===== config.mk =====
export PLATFORM = sky130hd
export DESIGN_NAME = serial_eeprom_config_loader
export DESIGN_NICKNAME = d
export VERILOG_FILES = /design/src/hdl/serial_eeprom_config_loader.v
export VERILOG_INCLUDE_DIRS = /design/src /design/src/hdl
export SDC_FILE = /design/constraint.sdc
export NUM_CORES = 1
export LEC_CHECK = 0
export ABC_AREA = 1
export BUFFER_PORTS_ARGS = -buffer_cell sky130_fd_sc_hd__buf_4
export CAP_MARGIN = 10
export CORE_UTILIZATION = 50
export DETAILED_ROUTE_END_ITERATION = 6
export PLACE_DENSITY_LB_ADDON = 0.2
export SKIP_LAST_GASP = 1
export SYNTH_ARGS = -nofsm -noshare
export SYNTH_HDL_FRONTEND = slang
export SYNTH_SLANG_ARGS = --single-unit

===== constraint.sdc =====
create_clock -name clk_sys_i -period 2.1 [get_ports clk_sys_i]
set_input_delay 0.42 -clock clk_sys_i [delete_from_list [all_inputs] [get_ports clk_sys_i]]
set_output_delay 0.42 -clock clk_sys_i [all_outputs]
set_load 0.02 [all_outputs]

===== src/hdl/cfg_loader_regs.vh =====
// constants for the serial memory configuration loader
`ifndef CFG_LOADER_REGS_VH
`define CFG_LOADER_REGS_VH

// ----------------------------------------------------------------
// link timing
// ----------------------------------------------------------------
`define SYS_CLK_NS 40
`define LINK_HALF_NS 160
`define LINK_HALF_CYC ((`LINK_HALF_NS + `SYS_CLK_NS - 1) / `SYS_CLK_NS)

// ----------------------------------------------------------------
// memory command framing
// ----------------------------------------------------------------
`define MEM_ADDR_BITS 6
`define MEM_READ_CMD 3'h6
`define CMD_LEN 5'h09
`define WORD_BITS 5'h10
`define LAST_ADDR 6'h3F

// ----------------------------------------------------------------
// header word fields
// ----------------------------------------------------------------
`define HDR_SIG_HI 15
`define HDR_SIG_LO 4
`define HDR_LOCAL_BIT 2
`define HDR_IDENT_BIT 1
`define HDR_BUSCFG_BIT 0

// ----------------------------------------------------------------
// data word fields
// ----------------------------------------------------------------
`define WORD_CONT_BIT 15
`define WORD_OFS_HI 14
`define WORD_OFS_LO 8
`define WORD_DATA_HI 7
`define WORD_DATA_LO 0
`define FUNC_HI 2
`define FUNC_LO 0

// ----------------------------------------------------------------
// zone codes
// ----------------------------------------------------------------
`define ZONE_NONE 3'h0
`define ZONE_LOCAL 3'h1
`define ZONE_IDENT 3'h2
`define ZONE_BUSHDR 3'h3
`define ZONE_BUSDATA 3'h4
`define ZONE_HEADER 3'h5

// ----------------------------------------------------------------
// local byte offsets
// ----------------------------------------------------------------
`define OFS_LCC0 7'h00
`define OFS_MIC0 7'h04
`define OFS_MIC1 7'h05
`define OFS_MIC2 7'h06
`define OFS_BT1_0 7'h08
`define OFS_BT1_1 7'h09
`define OFS_BT1_2 7'h0A
`define OFS_BT1_3 7'h0B
`define OFS_BT2_0 7'h0C
`define OFS_BT2_1 7'h0D
`define OFS_BT2_2 7'h0E
`define OFS_BT2_3 7'h0F
`define OFS_GIS2 7'h1E
`define OFS_GIS3 7'h1F

// ----------------------------------------------------------------
// identification selectors
// ----------------------------------------------------------------
`define ID_VEN_LO 7'h00
`define ID_VEN_HI 7'h01
`define ID_SVEN_LO 7'h02
`define ID_SVEN_HI 7'h03

// ----------------------------------------------------------------
// built-in defaults
// ----------------------------------------------------------------
`define DEF_LCC0 8'h00
`define DEF_MIC 24'h000000
`define DEF_BT1 32'h00000000
`define DEF_BT2 32'h00000000
`define DEF_GIS_MASK 16'h0000

`endif


===== src/hdl/serial_eeprom_config_loader.v =====
// serial memory configuration loader with software pin access
`timescale 1ns/1ps
`include "cfg_loader_regs.vh"
`default_nettype none

module serial_eeprom_config_loader #(
  parameter [11:0] SIGNATURE = 12'hA5C, // arbitrary value
  parameter [15:0] DEF_VENDOR = 16'h1234, // arbitrary value
  parameter [15:0] DEF_SUBSYS_VENDOR = 16'h1234 // arbitrary value
) (
  input wire clk_sys_i,
  input wire rst_n_i,
  input wire reload_req_i,
  input wire sw_clk_i,
  input wire sw_cs_i,
  input wire sw_do_i,
  output wire sw_di_o,
  output reg mem_clk_o,
  output reg mem_cs_o,
  output reg mem_do_o,
  input wire mem_di_i,
  output wire load_busy_o,
  output reg prog_valid_o,
  output reg no_mem_o,
  output reg [7:0] lcc_low_o,
  output wire io_pin_wake_enable_o,
  output reg [23:0] multi_io_config_register_o,
  output reg [31:0] bus_timing_first_o,
  output reg [31:0] bus_timing_second_o,
  output reg [15:0] global_irq_summary_mask_o,
  output reg [15:0] vendor_id_o,
  output reg [15:0] subsys_vendor_id_o,
  output reg cfg_wr_o,
  output reg [2:0] cfg_func_o,
  output reg [6:0] cfg_offset_o,
  output reg [7:0] cfg_data_o
);

  // ----------------------------------------------------------------
  // states and constants
  // ----------------------------------------------------------------
  localparam [2:0] S_START = 3'h0;
  localparam [2:0] S_GAP = 3'h1;
  localparam [2:0] S_XFER = 3'h2;
  localparam [2:0] S_PROC = 3'h3;
  localparam [2:0] S_DONE = 3'h4;
  // divider count is a 32-bit constant, trimmed to the 4-bit counter on purpose
  localparam integer HALF_CYC_FULL = `LINK_HALF_CYC;
  localparam [3:0] HALF_CYC = HALF_CYC_FULL[3:0];
  localparam [4:0] LAST_PULSE = `CMD_LEN + `WORD_BITS - 5'h01;

  // ----------------------------------------------------------------
  // next present zone after the given one
  // shared by the header decode and the local and identification zone ends
  // ----------------------------------------------------------------
  function [2:0] next_zone;
    input [2:0] present;
    input [2:0] after;
    begin
      if (after < `ZONE_LOCAL && present[`HDR_LOCAL_BIT]) begin
        next_zone = `ZONE_LOCAL;
      end else if (after < `ZONE_IDENT && present[`HDR_IDENT_BIT]) begin
        next_zone = `ZONE_IDENT;
      end else if (after < `ZONE_BUSHDR && present[`HDR_BUSCFG_BIT]) begin
        next_zone = `ZONE_BUSHDR;
      end else begin
        next_zone = `ZONE_NONE;
      end
    end
  endfunction

  // ----------------------------------------------------------------
  // state
  // ----------------------------------------------------------------
  reg [2:0] state_reg;
  reg [2:0] zone_reg;
  reg [2:0] present_reg;
  reg [3:0] div_reg;
  reg [4:0] pulse_reg;
  reg [8:0] cmd_reg;
  reg [15:0] word_reg;
  reg [5:0] addr_reg;
  reg di_meta_reg;
  reg di_sync_reg;
  reg [2:0] zone_next;

  // fields of the word just read, and the divider tick
  wire [6:0] ofs = word_reg[`WORD_OFS_HI:`WORD_OFS_LO];
  wire [7:0] dat = word_reg[`WORD_DATA_HI:`WORD_DATA_LO];
  wire cont = word_reg[`WORD_CONT_BIT];
  wire tick = (div_reg == HALF_CYC - 4'h1);

  // status and software read-back of the data line
  assign load_busy_o = (state_reg != S_DONE);
  assign io_pin_wake_enable_o = lcc_low_o[7];
  assign sw_di_o = di_sync_reg;

  // ----------------------------------------------------------------
  // data-in synchroniser
  // ----------------------------------------------------------------
  // the data pin is asynchronous to the system clock, so two flops
  always @(posedge clk_sys_i or negedge rst_n_i) begin
    if (!rst_n_i) begin
      di_meta_reg <= 1'b0;
      di_sync_reg <= 1'b0;
    end else begin
      di_meta_reg <= mem_di_i;
      di_sync_reg <= di_meta_reg;
    end
  end

  // ----------------------------------------------------------------
  // zone to follow the word just read
  // ----------------------------------------------------------------
  always @* begin
    zone_next = zone_reg;
    case (zone_reg)
      `ZONE_HEADER: begin
        zone_next = next_zone(word_reg[2:0], `ZONE_NONE);
      end
      `ZONE_LOCAL: begin
        if (!cont) begin
          zone_next = next_zone(present_reg, `ZONE_LOCAL);
        end
      end
      `ZONE_IDENT: begin
        if (!cont) begin
          zone_next = next_zone(present_reg, `ZONE_IDENT);
        end
      end
      `ZONE_BUSHDR: begin
        zone_next = cont ? `ZONE_BUSDATA : `ZONE_NONE;
      end
      `ZONE_BUSDATA: begin
        zone_next = cont ? `ZONE_BUSDATA : `ZONE_BUSHDR;
      end
      default: begin
        zone_next = `ZONE_NONE;
      end
    endcase
  end

  // ----------------------------------------------------------------
  // sequencer, link pins and loaded registers
  // ----------------------------------------------------------------
  always @(posedge clk_sys_i or negedge rst_n_i) begin
    if (!rst_n_i) begin
      state_reg <= S_START;
      zone_reg <= `ZONE_HEADER;
      present_reg <= 3'h0;
      div_reg <= 4'h0;
      pulse_reg <= 5'h00;
      cmd_reg <= 9'h000;
      word_reg <= 16'h0000;
      addr_reg <= 6'h00;
      mem_clk_o <= 1'b0;
      mem_cs_o <= 1'b0;
      mem_do_o <= 1'b0;
      prog_valid_o <= 1'b0;
      no_mem_o <= 1'b0;
      lcc_low_o <= `DEF_LCC0;
      multi_io_config_register_o <= `DEF_MIC;
      bus_timing_first_o <= `DEF_BT1;
      bus_timing_second_o <= `DEF_BT2;
      global_irq_summary_mask_o <= `DEF_GIS_MASK;
      vendor_id_o <= DEF_VENDOR;
      subsys_vendor_id_o <= DEF_SUBSYS_VENDOR;
      cfg_wr_o <= 1'b0;
      cfg_func_o <= 3'h0;
      cfg_offset_o <= 7'h00;
      cfg_data_o <= 8'h00;
    end else begin
      cfg_wr_o <= 1'b0;
      case (state_reg)
        // restore defaults and begin at the header word
        S_START: begin
          lcc_low_o <= `DEF_LCC0;
          multi_io_config_register_o <= `DEF_MIC;
          bus_timing_first_o <= `DEF_BT1;
          bus_timing_second_o <= `DEF_BT2;
          global_irq_summary_mask_o <= `DEF_GIS_MASK;
          vendor_id_o <= DEF_VENDOR;
          subsys_vendor_id_o <= DEF_SUBSYS_VENDOR;
          prog_valid_o <= 1'b0;
          no_mem_o <= 1'b0;
          // stale zone flags must not survive a reload
          present_reg <= 3'h0;
          zone_reg <= `ZONE_HEADER;
          addr_reg <= 6'h00;
          mem_cs_o <= 1'b0;
          mem_clk_o <= 1'b0;
          mem_do_o <= 1'b0;
          div_reg <= 4'h0;
          state_reg <= S_GAP;
        end
        // select low for a half period, then frame a read
        // the pause returns the memory to standby between words
        S_GAP: begin
          div_reg <= tick ? 4'h0 : div_reg + 4'h1;
          if (tick) begin
            cmd_reg <= {`MEM_READ_CMD, addr_reg};
            mem_do_o <= 1'b1;
            mem_cs_o <= 1'b1;
            pulse_reg <= 5'h00;
            state_reg <= S_XFER;
          end
        end
        // one clock pulse per bit; sample at the end of the high phase
        S_XFER: begin
          div_reg <= tick ? 4'h0 : div_reg + 4'h1;
          if (tick && !mem_clk_o) begin
            mem_clk_o <= 1'b1;
          end else if (tick) begin
            mem_clk_o <= 1'b0;
            cmd_reg <= {cmd_reg[7:0], 1'b0};
            mem_do_o <= cmd_reg[7];
            pulse_reg <= pulse_reg + 5'h01;
            // a pulled-up line where the dummy zero belongs means no memory
            if (pulse_reg == `CMD_LEN - 5'h01 && di_sync_reg) begin
              no_mem_o <= 1'b1;
              mem_cs_o <= 1'b0;
              mem_do_o <= 1'b0;
              state_reg <= S_DONE;
            end else if (pulse_reg >= `CMD_LEN) begin
              word_reg <= {word_reg[14:0], di_sync_reg};
              if (pulse_reg == LAST_PULSE) begin
                mem_cs_o <= 1'b0;
                mem_do_o <= 1'b0;
                state_reg <= S_PROC;
              end
            end
          end
        end
        // act on the completed word
        // register writes land one cycle after the last data bit
        S_PROC: begin
          div_reg <= 4'h0;
          case (zone_reg)
            `ZONE_HEADER: begin
              if (word_reg[`HDR_SIG_HI:`HDR_SIG_LO] == SIGNATURE) begin
                prog_valid_o <= 1'b1;
                present_reg <= word_reg[2:0];
              end
            end
            `ZONE_LOCAL: begin
              // byte lanes of the local block
              case (ofs)
                `OFS_LCC0: lcc_low_o <= dat;
                `OFS_MIC0: multi_io_config_register_o[7:0] <= dat;
                `OFS_MIC1: multi_io_config_register_o[15:8] <= dat;
                `OFS_MIC2: multi_io_config_register_o[23:16] <= dat;
                `OFS_BT1_0: bus_timing_first_o[7:0] <= dat;
                `OFS_BT1_1: bus_timing_first_o[15:8] <= dat;
                `OFS_BT1_2: bus_timing_first_o[23:16] <= dat;
                `OFS_BT1_3: bus_timing_first_o[31:24] <= dat;
                `OFS_BT2_0: bus_timing_second_o[7:0] <= dat;
                `OFS_BT2_1: bus_timing_second_o[15:8] <= dat;
                `OFS_BT2_2: bus_timing_second_o[23:20] <= dat[7:4];
                `OFS_BT2_3: bus_timing_second_o[31:24] <= {dat[7:6], 1'b0, dat[4:0]};
                `OFS_GIS2: global_irq_summary_mask_o[7:0] <= dat;
                `OFS_GIS3: global_irq_summary_mask_o[15:8] <= dat;
                default: lcc_low_o <= lcc_low_o; // other offsets ignored
              endcase
            end
            `ZONE_IDENT: begin
              // vendor code bytes; higher selectors ignored
              case (ofs)
                `ID_VEN_LO: vendor_id_o[7:0] <= dat;
                `ID_VEN_HI: vendor_id_o[15:8] <= dat;
                `ID_SVEN_LO: subsys_vendor_id_o[7:0] <= dat;
                `ID_SVEN_HI: subsys_vendor_id_o[15:8] <= dat;
                default: vendor_id_o <= vendor_id_o;
              endcase
            end
            `ZONE_BUSHDR: begin
              cfg_func_o <= word_reg[`FUNC_HI:`FUNC_LO];
            end
            `ZONE_BUSDATA: begin
              cfg_wr_o <= 1'b1;
              cfg_offset_o <= ofs;
              cfg_data_o <= dat;
            end
            default: begin
              cfg_wr_o <= 1'b0;
            end
          endcase
          // advance or finish
          // the address limit keeps a blank memory from reading forever
          if (zone_reg == `ZONE_HEADER && word_reg[`HDR_SIG_HI:`HDR_SIG_LO] != SIGNATURE) begin
            state_reg <= S_DONE;
          end else if (zone_next == `ZONE_NONE || addr_reg == `LAST_ADDR) begin
            state_reg <= S_DONE;
          end else begin
            zone_reg <= zone_next;
            addr_reg <= addr_reg + 6'h01;
            state_reg <= S_GAP;
          end
        end
        // pins follow software; a reload starts over
        S_DONE: begin
          mem_clk_o <= sw_clk_i;
          mem_cs_o <= sw_cs_i;
          mem_do_o <= sw_do_i;
          if (reload_req_i) begin
            state_reg <= S_START;
          end
        end
        default: begin
          state_reg <= S_START;
        end
      endcase
    end
  end

endmodule

`default_nettype wire


### Word-level counts from Yosys, hierarchy flattened

Index checks and enable logic that the tools add are counted.

| word-level totals | value |
|---|---|
| output and inout bits | 171 |
| bits in read-only memories | 0 |
| input port bits | 7 |
| register bits | 213 |
| bits in writable memories | 0 |
| logic and storage cells | 248 |
| memories kept | 0 |
| bits in latches | 0 |

| cells by class | value |
|---|---|
| shifts and indexed selects | 0 |
| equality and inequality tests | 63 |
| mux-type cells | 97 |
| $mul | 0 |
| reductions and logical operators | 45 |
| divide/modulo/power cells | 0 |
| magnitude comparators | 1 |
| $add $sub $neg | 3 |
| bitwise operators | 2 |

Operators with widths:

| cell | count |
|---|---|
| $mux 8 | 20 |
| $pmux 16 s2 | 4 |
| $mux 16 | 4 |
| $pmux 32 s2 | 1 |
| $reduce_and 3->1 | 20 |
| $eq 7x4->1 const B | 8 |
| $pmux 24 s2 | 1 |
| $mux 3 | 15 |
| $ne 2x1->1 const B | 17 |
| $mux 32 | 1 |
| $pmux 8 s2 | 2 |
| $pmux 3 s5 | 2 |
| $mux 24 | 1 |
| $pmux 12 s2 | 1 |
| $ne 2x2->1 const B | 11 |
| $eq 7x3->1 const B | 3 |
| $mux 1 | 20 |
| $mux 5 | 3 |
| $eq 7x2->1 const B | 2 |
| $eq 7x5->1 const B | 2 |
| $mux 2 | 7 |
| $eq 12x12->1 const B | 1 |
| $eq 3x2->1 const B | 4 |
| $mux 12 | 1 |
| 37 further kinds | 60 |

### Logic depth before layout (Yosys ltp)

| logic depth | value |
|---|---|
| word-level depth | 9 |
| mapped depth | 13 |
| mapped depth without buffers | 13 |

### Least setup slack after synthesis

OpenSTA, ideal clock, no wires.

| timing | value |
|---|---|
| path kind | register to register |
| start point | register state_reg[1] |
| end point | register bus_timing_second_o[7] |
| path slack | 0.212 ns |
| path buffers | 1 |
| required time | 1.973 ns |
| setup time | 0.127 ns |
| period minus slack after synthesis | 1.888 ns |
| arrival | 1.761 ns |
| cell stages (with the launch flop) | 12 |
| path through | dfrtp_1 -> nor2_2 -> inv_2 -> nor2_4 -> inv_2 -> nand2_2 -> inv_1 -> a21oi_4 -> o21ai_2 -> buf_6 -> nand2_1 -> o21ai_2 |

| between the ends | value |
|---|---|
| longest elaborated chain between the ends | 3 |
| elaborated cells on any way between the ends | 7 |
| classes of those cells | eq/ne: 3; mux: 1; reduce/logical: 3 |

RTL lines:

| item | line | text |
|---|---|---|
| start, declared | serial_eeprom_config_loader.v:75 | `reg [2:0] state_reg;` |
| start signal, assigned | serial_eeprom_config_loader.v:148 | `state_reg <= S_START;` |
| start signal, assigned | serial_eeprom_config_loader.v:194 | `state_reg <= S_GAP;` |
| start signal, assigned | serial_eeprom_config_loader.v:205 | `state_reg <= S_XFER;` |
| $eq 3x2->1 or $logic_not 3->1 (tied branches) | serial_eeprom_config_loader.v:174 | `case (state_reg)` |
| $ne 2x1->1 (no line), or another cell as far along | -- |  |
| $reduce_and 3->1 (no line) | -- |  |
| end signal, assigned | serial_eeprom_config_loader.v:164 | `` bus_timing_second_o <= `DEF_BT2; `` |
| end signal, assigned | serial_eeprom_config_loader.v:180 | `` bus_timing_second_o <= `DEF_BT2; `` |
| end signal, assigned | serial_eeprom_config_loader.v:256 | `` `OFS_BT2_0: bus_timing_second_o[7:0] <= dat; `` |
| end, declared | serial_eeprom_config_loader.v:29 | `output reg [31:0] bus_timing_second_o,` |

Several ways; a longest one is shown, not always the timed one.
A chain may end at the register's enable or synchronous reset.

### Worst setup path in the final report

| timing | value |
|---|---|
| start point | register state_reg[1] |
| end point | register multi_io_config_register_o[9] |

| between the ends | value |
|---|---|
| longest elaborated chain between the ends | 3 |
| elaborated cells on any way between the ends | 7 |
| classes of those cells | eq/ne: 3; mux: 1; reduce/logical: 3 |

RTL lines:

| item | line | text |
|---|---|---|
| $eq 3x2->1 or $logic_not 3->1 (tied branches) | serial_eeprom_config_loader.v:174 |  |
| $ne 2x1->1 (no line), or another cell as far along | -- |  |
| $reduce_and 3->1 (no line) | -- |  |
| end signal, assigned | serial_eeprom_config_loader.v:162 | `` multi_io_config_register_o <= `DEF_MIC; `` |
| end signal, assigned | serial_eeprom_config_loader.v:178 | `` multi_io_config_register_o <= `DEF_MIC; `` |
| end signal, assigned | serial_eeprom_config_loader.v:250 | `` `OFS_MIC1: multi_io_config_register_o[15:8] <= dat; `` |
| end, declared | serial_eeprom_config_loader.v:27 | `output reg [23:0] multi_io_config_register_o,` |

Several ways; a longest one is shown, not always the timed one.

==> reports/results.ini <==
[setup_path]
path_buf_inv=4
arrival_ns=2.28
worst_path_most_repeated_cell=inv_1
end_kind=flop
reg2reg_depth=7
critical_path.cell_chain=inv_1 > nor3_2 > inv_2 > buf_12 > nor2_1 > inv_1 > o21ai_0
critPathTopFamily=buffers and inverters
crit_fanout=23
max_stage_delay_ns=0.63
required_ns=2.43
worst-setup-path-type=flop to flop
critPathLaunchType=flop
crit_path_top_delay_cell=inv_1
r2r_slack_ns=0.15
crit_cells=7

[placement]
numPlacedInstances=1326
gp_congestion=0.890
io_buffers=172
postPlaceCellArea_um2=10400
place_hpwl_um=15000
pre_cts_ws_ns=0.0189

[synthesis]
synth-seq-area-share_pct=60.8
avgSynthCellArea_um2=9.25
yosys_register_bits=212
yosys_warnings=0
synthCells=945
syn-cell-area_um2=8750
synth.distinct_cells=33

[sta]
drv_slew=0
fin_skew_ns=0.0141
worst_slack_ns=0.153
fin_crit_ns=1.95
final.setup.tns_ns=0
final_hold_viol_count=0
worst_slew_pin_slew_ns=0.862
grt_setup_unrepaired=yes
slew_headroom_pct=42.5
fin_crit_sh_pct=92.7
whs_ns=0.0270
final-setup-viol-count=0
fmax_mhz=514

[finish]
finalInstanceArea_um2=11200
mostFrequentLayoutCells=254 x nand2_1, 200 x dfrtp_1, 200 x buf_4, 153 x o21ai_0, 67 x inv_1
drive_gt1_share_pct=25.7
fin_nets=1147
top_regs=bus_timing_first_o: 32 flops, bus_timing_second_o: 27 flops, multi_io_config_register_o: 24 flops
antenna_cells=0
largest_register_ffs=32
regMostFlops=bus_timing_first_o
n_fill_cell=1434
syn_to_final_growth_pct=27.9
post-route-util_pct=66.5
final_common_cell=nand2_1
finalNonFillerCells=1371

[power_and_ir_drop]
switching_power_mw=4.56
power_frac_seq_pct=36.8
peakVddDrop_mv=0.914
swShare_pct=36.5
p_per_area_nw_per_um2=1120
clkPwrFrac_pct=31.6
power.share.combinational_pct=31.6
p_int_mw=7.93
p_total_mw=12.5
leakagePower_nw=5.53

[run]
maxCapViolCount=0

[clocking]
cts.htree.levels=1
clk_pin_slew_ns=0.06
cts_buffer_depth=3
cts_buffers=22
root_buffer=clkbuf_16
clk-insertion-delay-late_ns=0.50
cts_tree=yes
cts_sinks=212

[die]
fp.dieH_um=134
dieArea_um2=18000
core-area_um2=16800
start_util_pct=52.0
num_io_pins=178
rows=47
die_w_um=134

[global_route]
grtUsageTotal_pct=25.2
grt_antenna_before_repair=0
grt_overflow=0
grt_max_degree=50
grt_pass1_wl_um=35800
grt_pass1_vias=6756

[run_status]
status=finished clean

[drt]
dr_total_vias=7057
drtIter0Drc=475
wire_per_inst_um=16.2
antenna_left=0
drc=0
viasPerCell=5.15
firstDrtPassIters=5
route.final.wire_length_um=22200

[hold_path]
hold_class=input pin to flop
hold_depth=1

metal layers:
layer / routed length [µm] / part of all wire [%] / GRT usage, %
met2: 10400 / 47 / 40.1
met3: 1440 / 6.5 / 4.76
met5: 0 / 0 / 0
met1: 9960 / 45 / 35.5
met4: 435 / 2.0 / 6.99
logic make-up (layout without fill, tap and decap cells):
group           Yosys count  in the layout  synth area share [%]
flops                   212            212                  60.8
xor+xnor                  7              7                 0.701
simple gates            374            374                  17.4
other cells               1              5                0.0429
buf+inv                 118            320                  6.01
compound gates          228            228                  14.3
fa+ha+maj                 5              5                 0.715
power groups by stage:
stage	logic (mW)	clock network (mW)	registers (mW)
after global routing	4.39	4.21	4.63
after detailed placement	3.79	0	4.66
after global placement	3.76	0	4.65
after floorplan	2.64	0	4.80
final	3.95	3.95	4.59
after CTS	3.88	4.04	4.59
cells in the mapped netlist:
| library cell | number | area [µm²] |
|---|---|---|
| a21oi_1 | 7 | 35.0 |
| a21oi_4 | 1 | 16.3 |
| a41oi_1 | 5 | 43.8 |
| buf_1 | 1 | 3.75 |
| buf_2 | 12 | 60.1 |
| buf_4 | 6 | 45.0 |
| buf_6 | 6 | 67.6 |
| clkbuf_1 | 20 | 75.1 |
| conb_1 | 1 | 3.75 |
| dfrtp_1 | 200 | 5000 |
| dfstp_2 | 12 | 315 |
| ha_1 | 5 | 62.6 |
| inv_1 | 68 | 255 |
| inv_2 | 5 | 18.8 |
| nand2_1 | 258 | 968 |
| nand2_2 | 1 | 6.26 |
| nand2_4 | 3 | 33.8 |
| nand3_1 | 33 | 165 |
| nand4_1 | 5 | 31.3 |
| nor2_1 | 58 | 218 |
| nor2_2 | 1 | 6.26 |
| nor2_4 | 1 | 11.3 |
| nor3_1 | 12 | 60.1 |
| nor3_2 | 1 | 10.0 |
| nor3b_1 | 1 | 7.51 |
| o211ai_1 | 5 | 37.5 |
| o21ai_0 | 153 | 766 |
| o21ai_1 | 37 | 185 |
| o21ai_2 | 18 | 158 |
| o22ai_1 | 1 | 6.26 |
| o31ai_1 | 1 | 7.51 |
| xnor2_1 | 1 | 8.76 |
| xor2_1 | 6 | 52.6 |
worst paths after layout:
| check | start | end |
|---|---|---|
| worst max-delay path | state_reg[1] | multi_io_config_register_o[9] |
| worst min-delay path | mem_di_i | di_meta_reg |
| worst max register to register | state_reg[1] | multi_io_config_register_o[9] |
| worst min register to register | di_meta_reg | sw_di_o |
| max in group asynchronous | rst_n_i | vendor_id_o[12] |
| min in group asynchronous | rst_n_i | pulse_reg[0] |
timing repair:
action	in CTS	in global routing
endpoints found under the setup margin	10	56
hold endpoints to repair	38	0
hold buffers	1	0
setup buffers	2	2
pin swaps	1	0
resized for setup	0	13
layout make-up:
| type | count | area [µm²] | area share [%] |
|---|---|---|---|
| repair buffers | 207 | 1620 | 14.5 |
| clock buffers | 32 | 649 | 5.81 |
| inverters | 73 | 278 | 2.48 |
| flip-flops and latches | 212 | 5320 | 47.6 |
| well taps | 220 | 275 | 2.46 |
| multi-input cells | 619 | 2950 | 26.4 |
| clock inverters | 8 | 96.3 | 0.861 |
No activity file was read; power rests on OpenSTA's default activity.
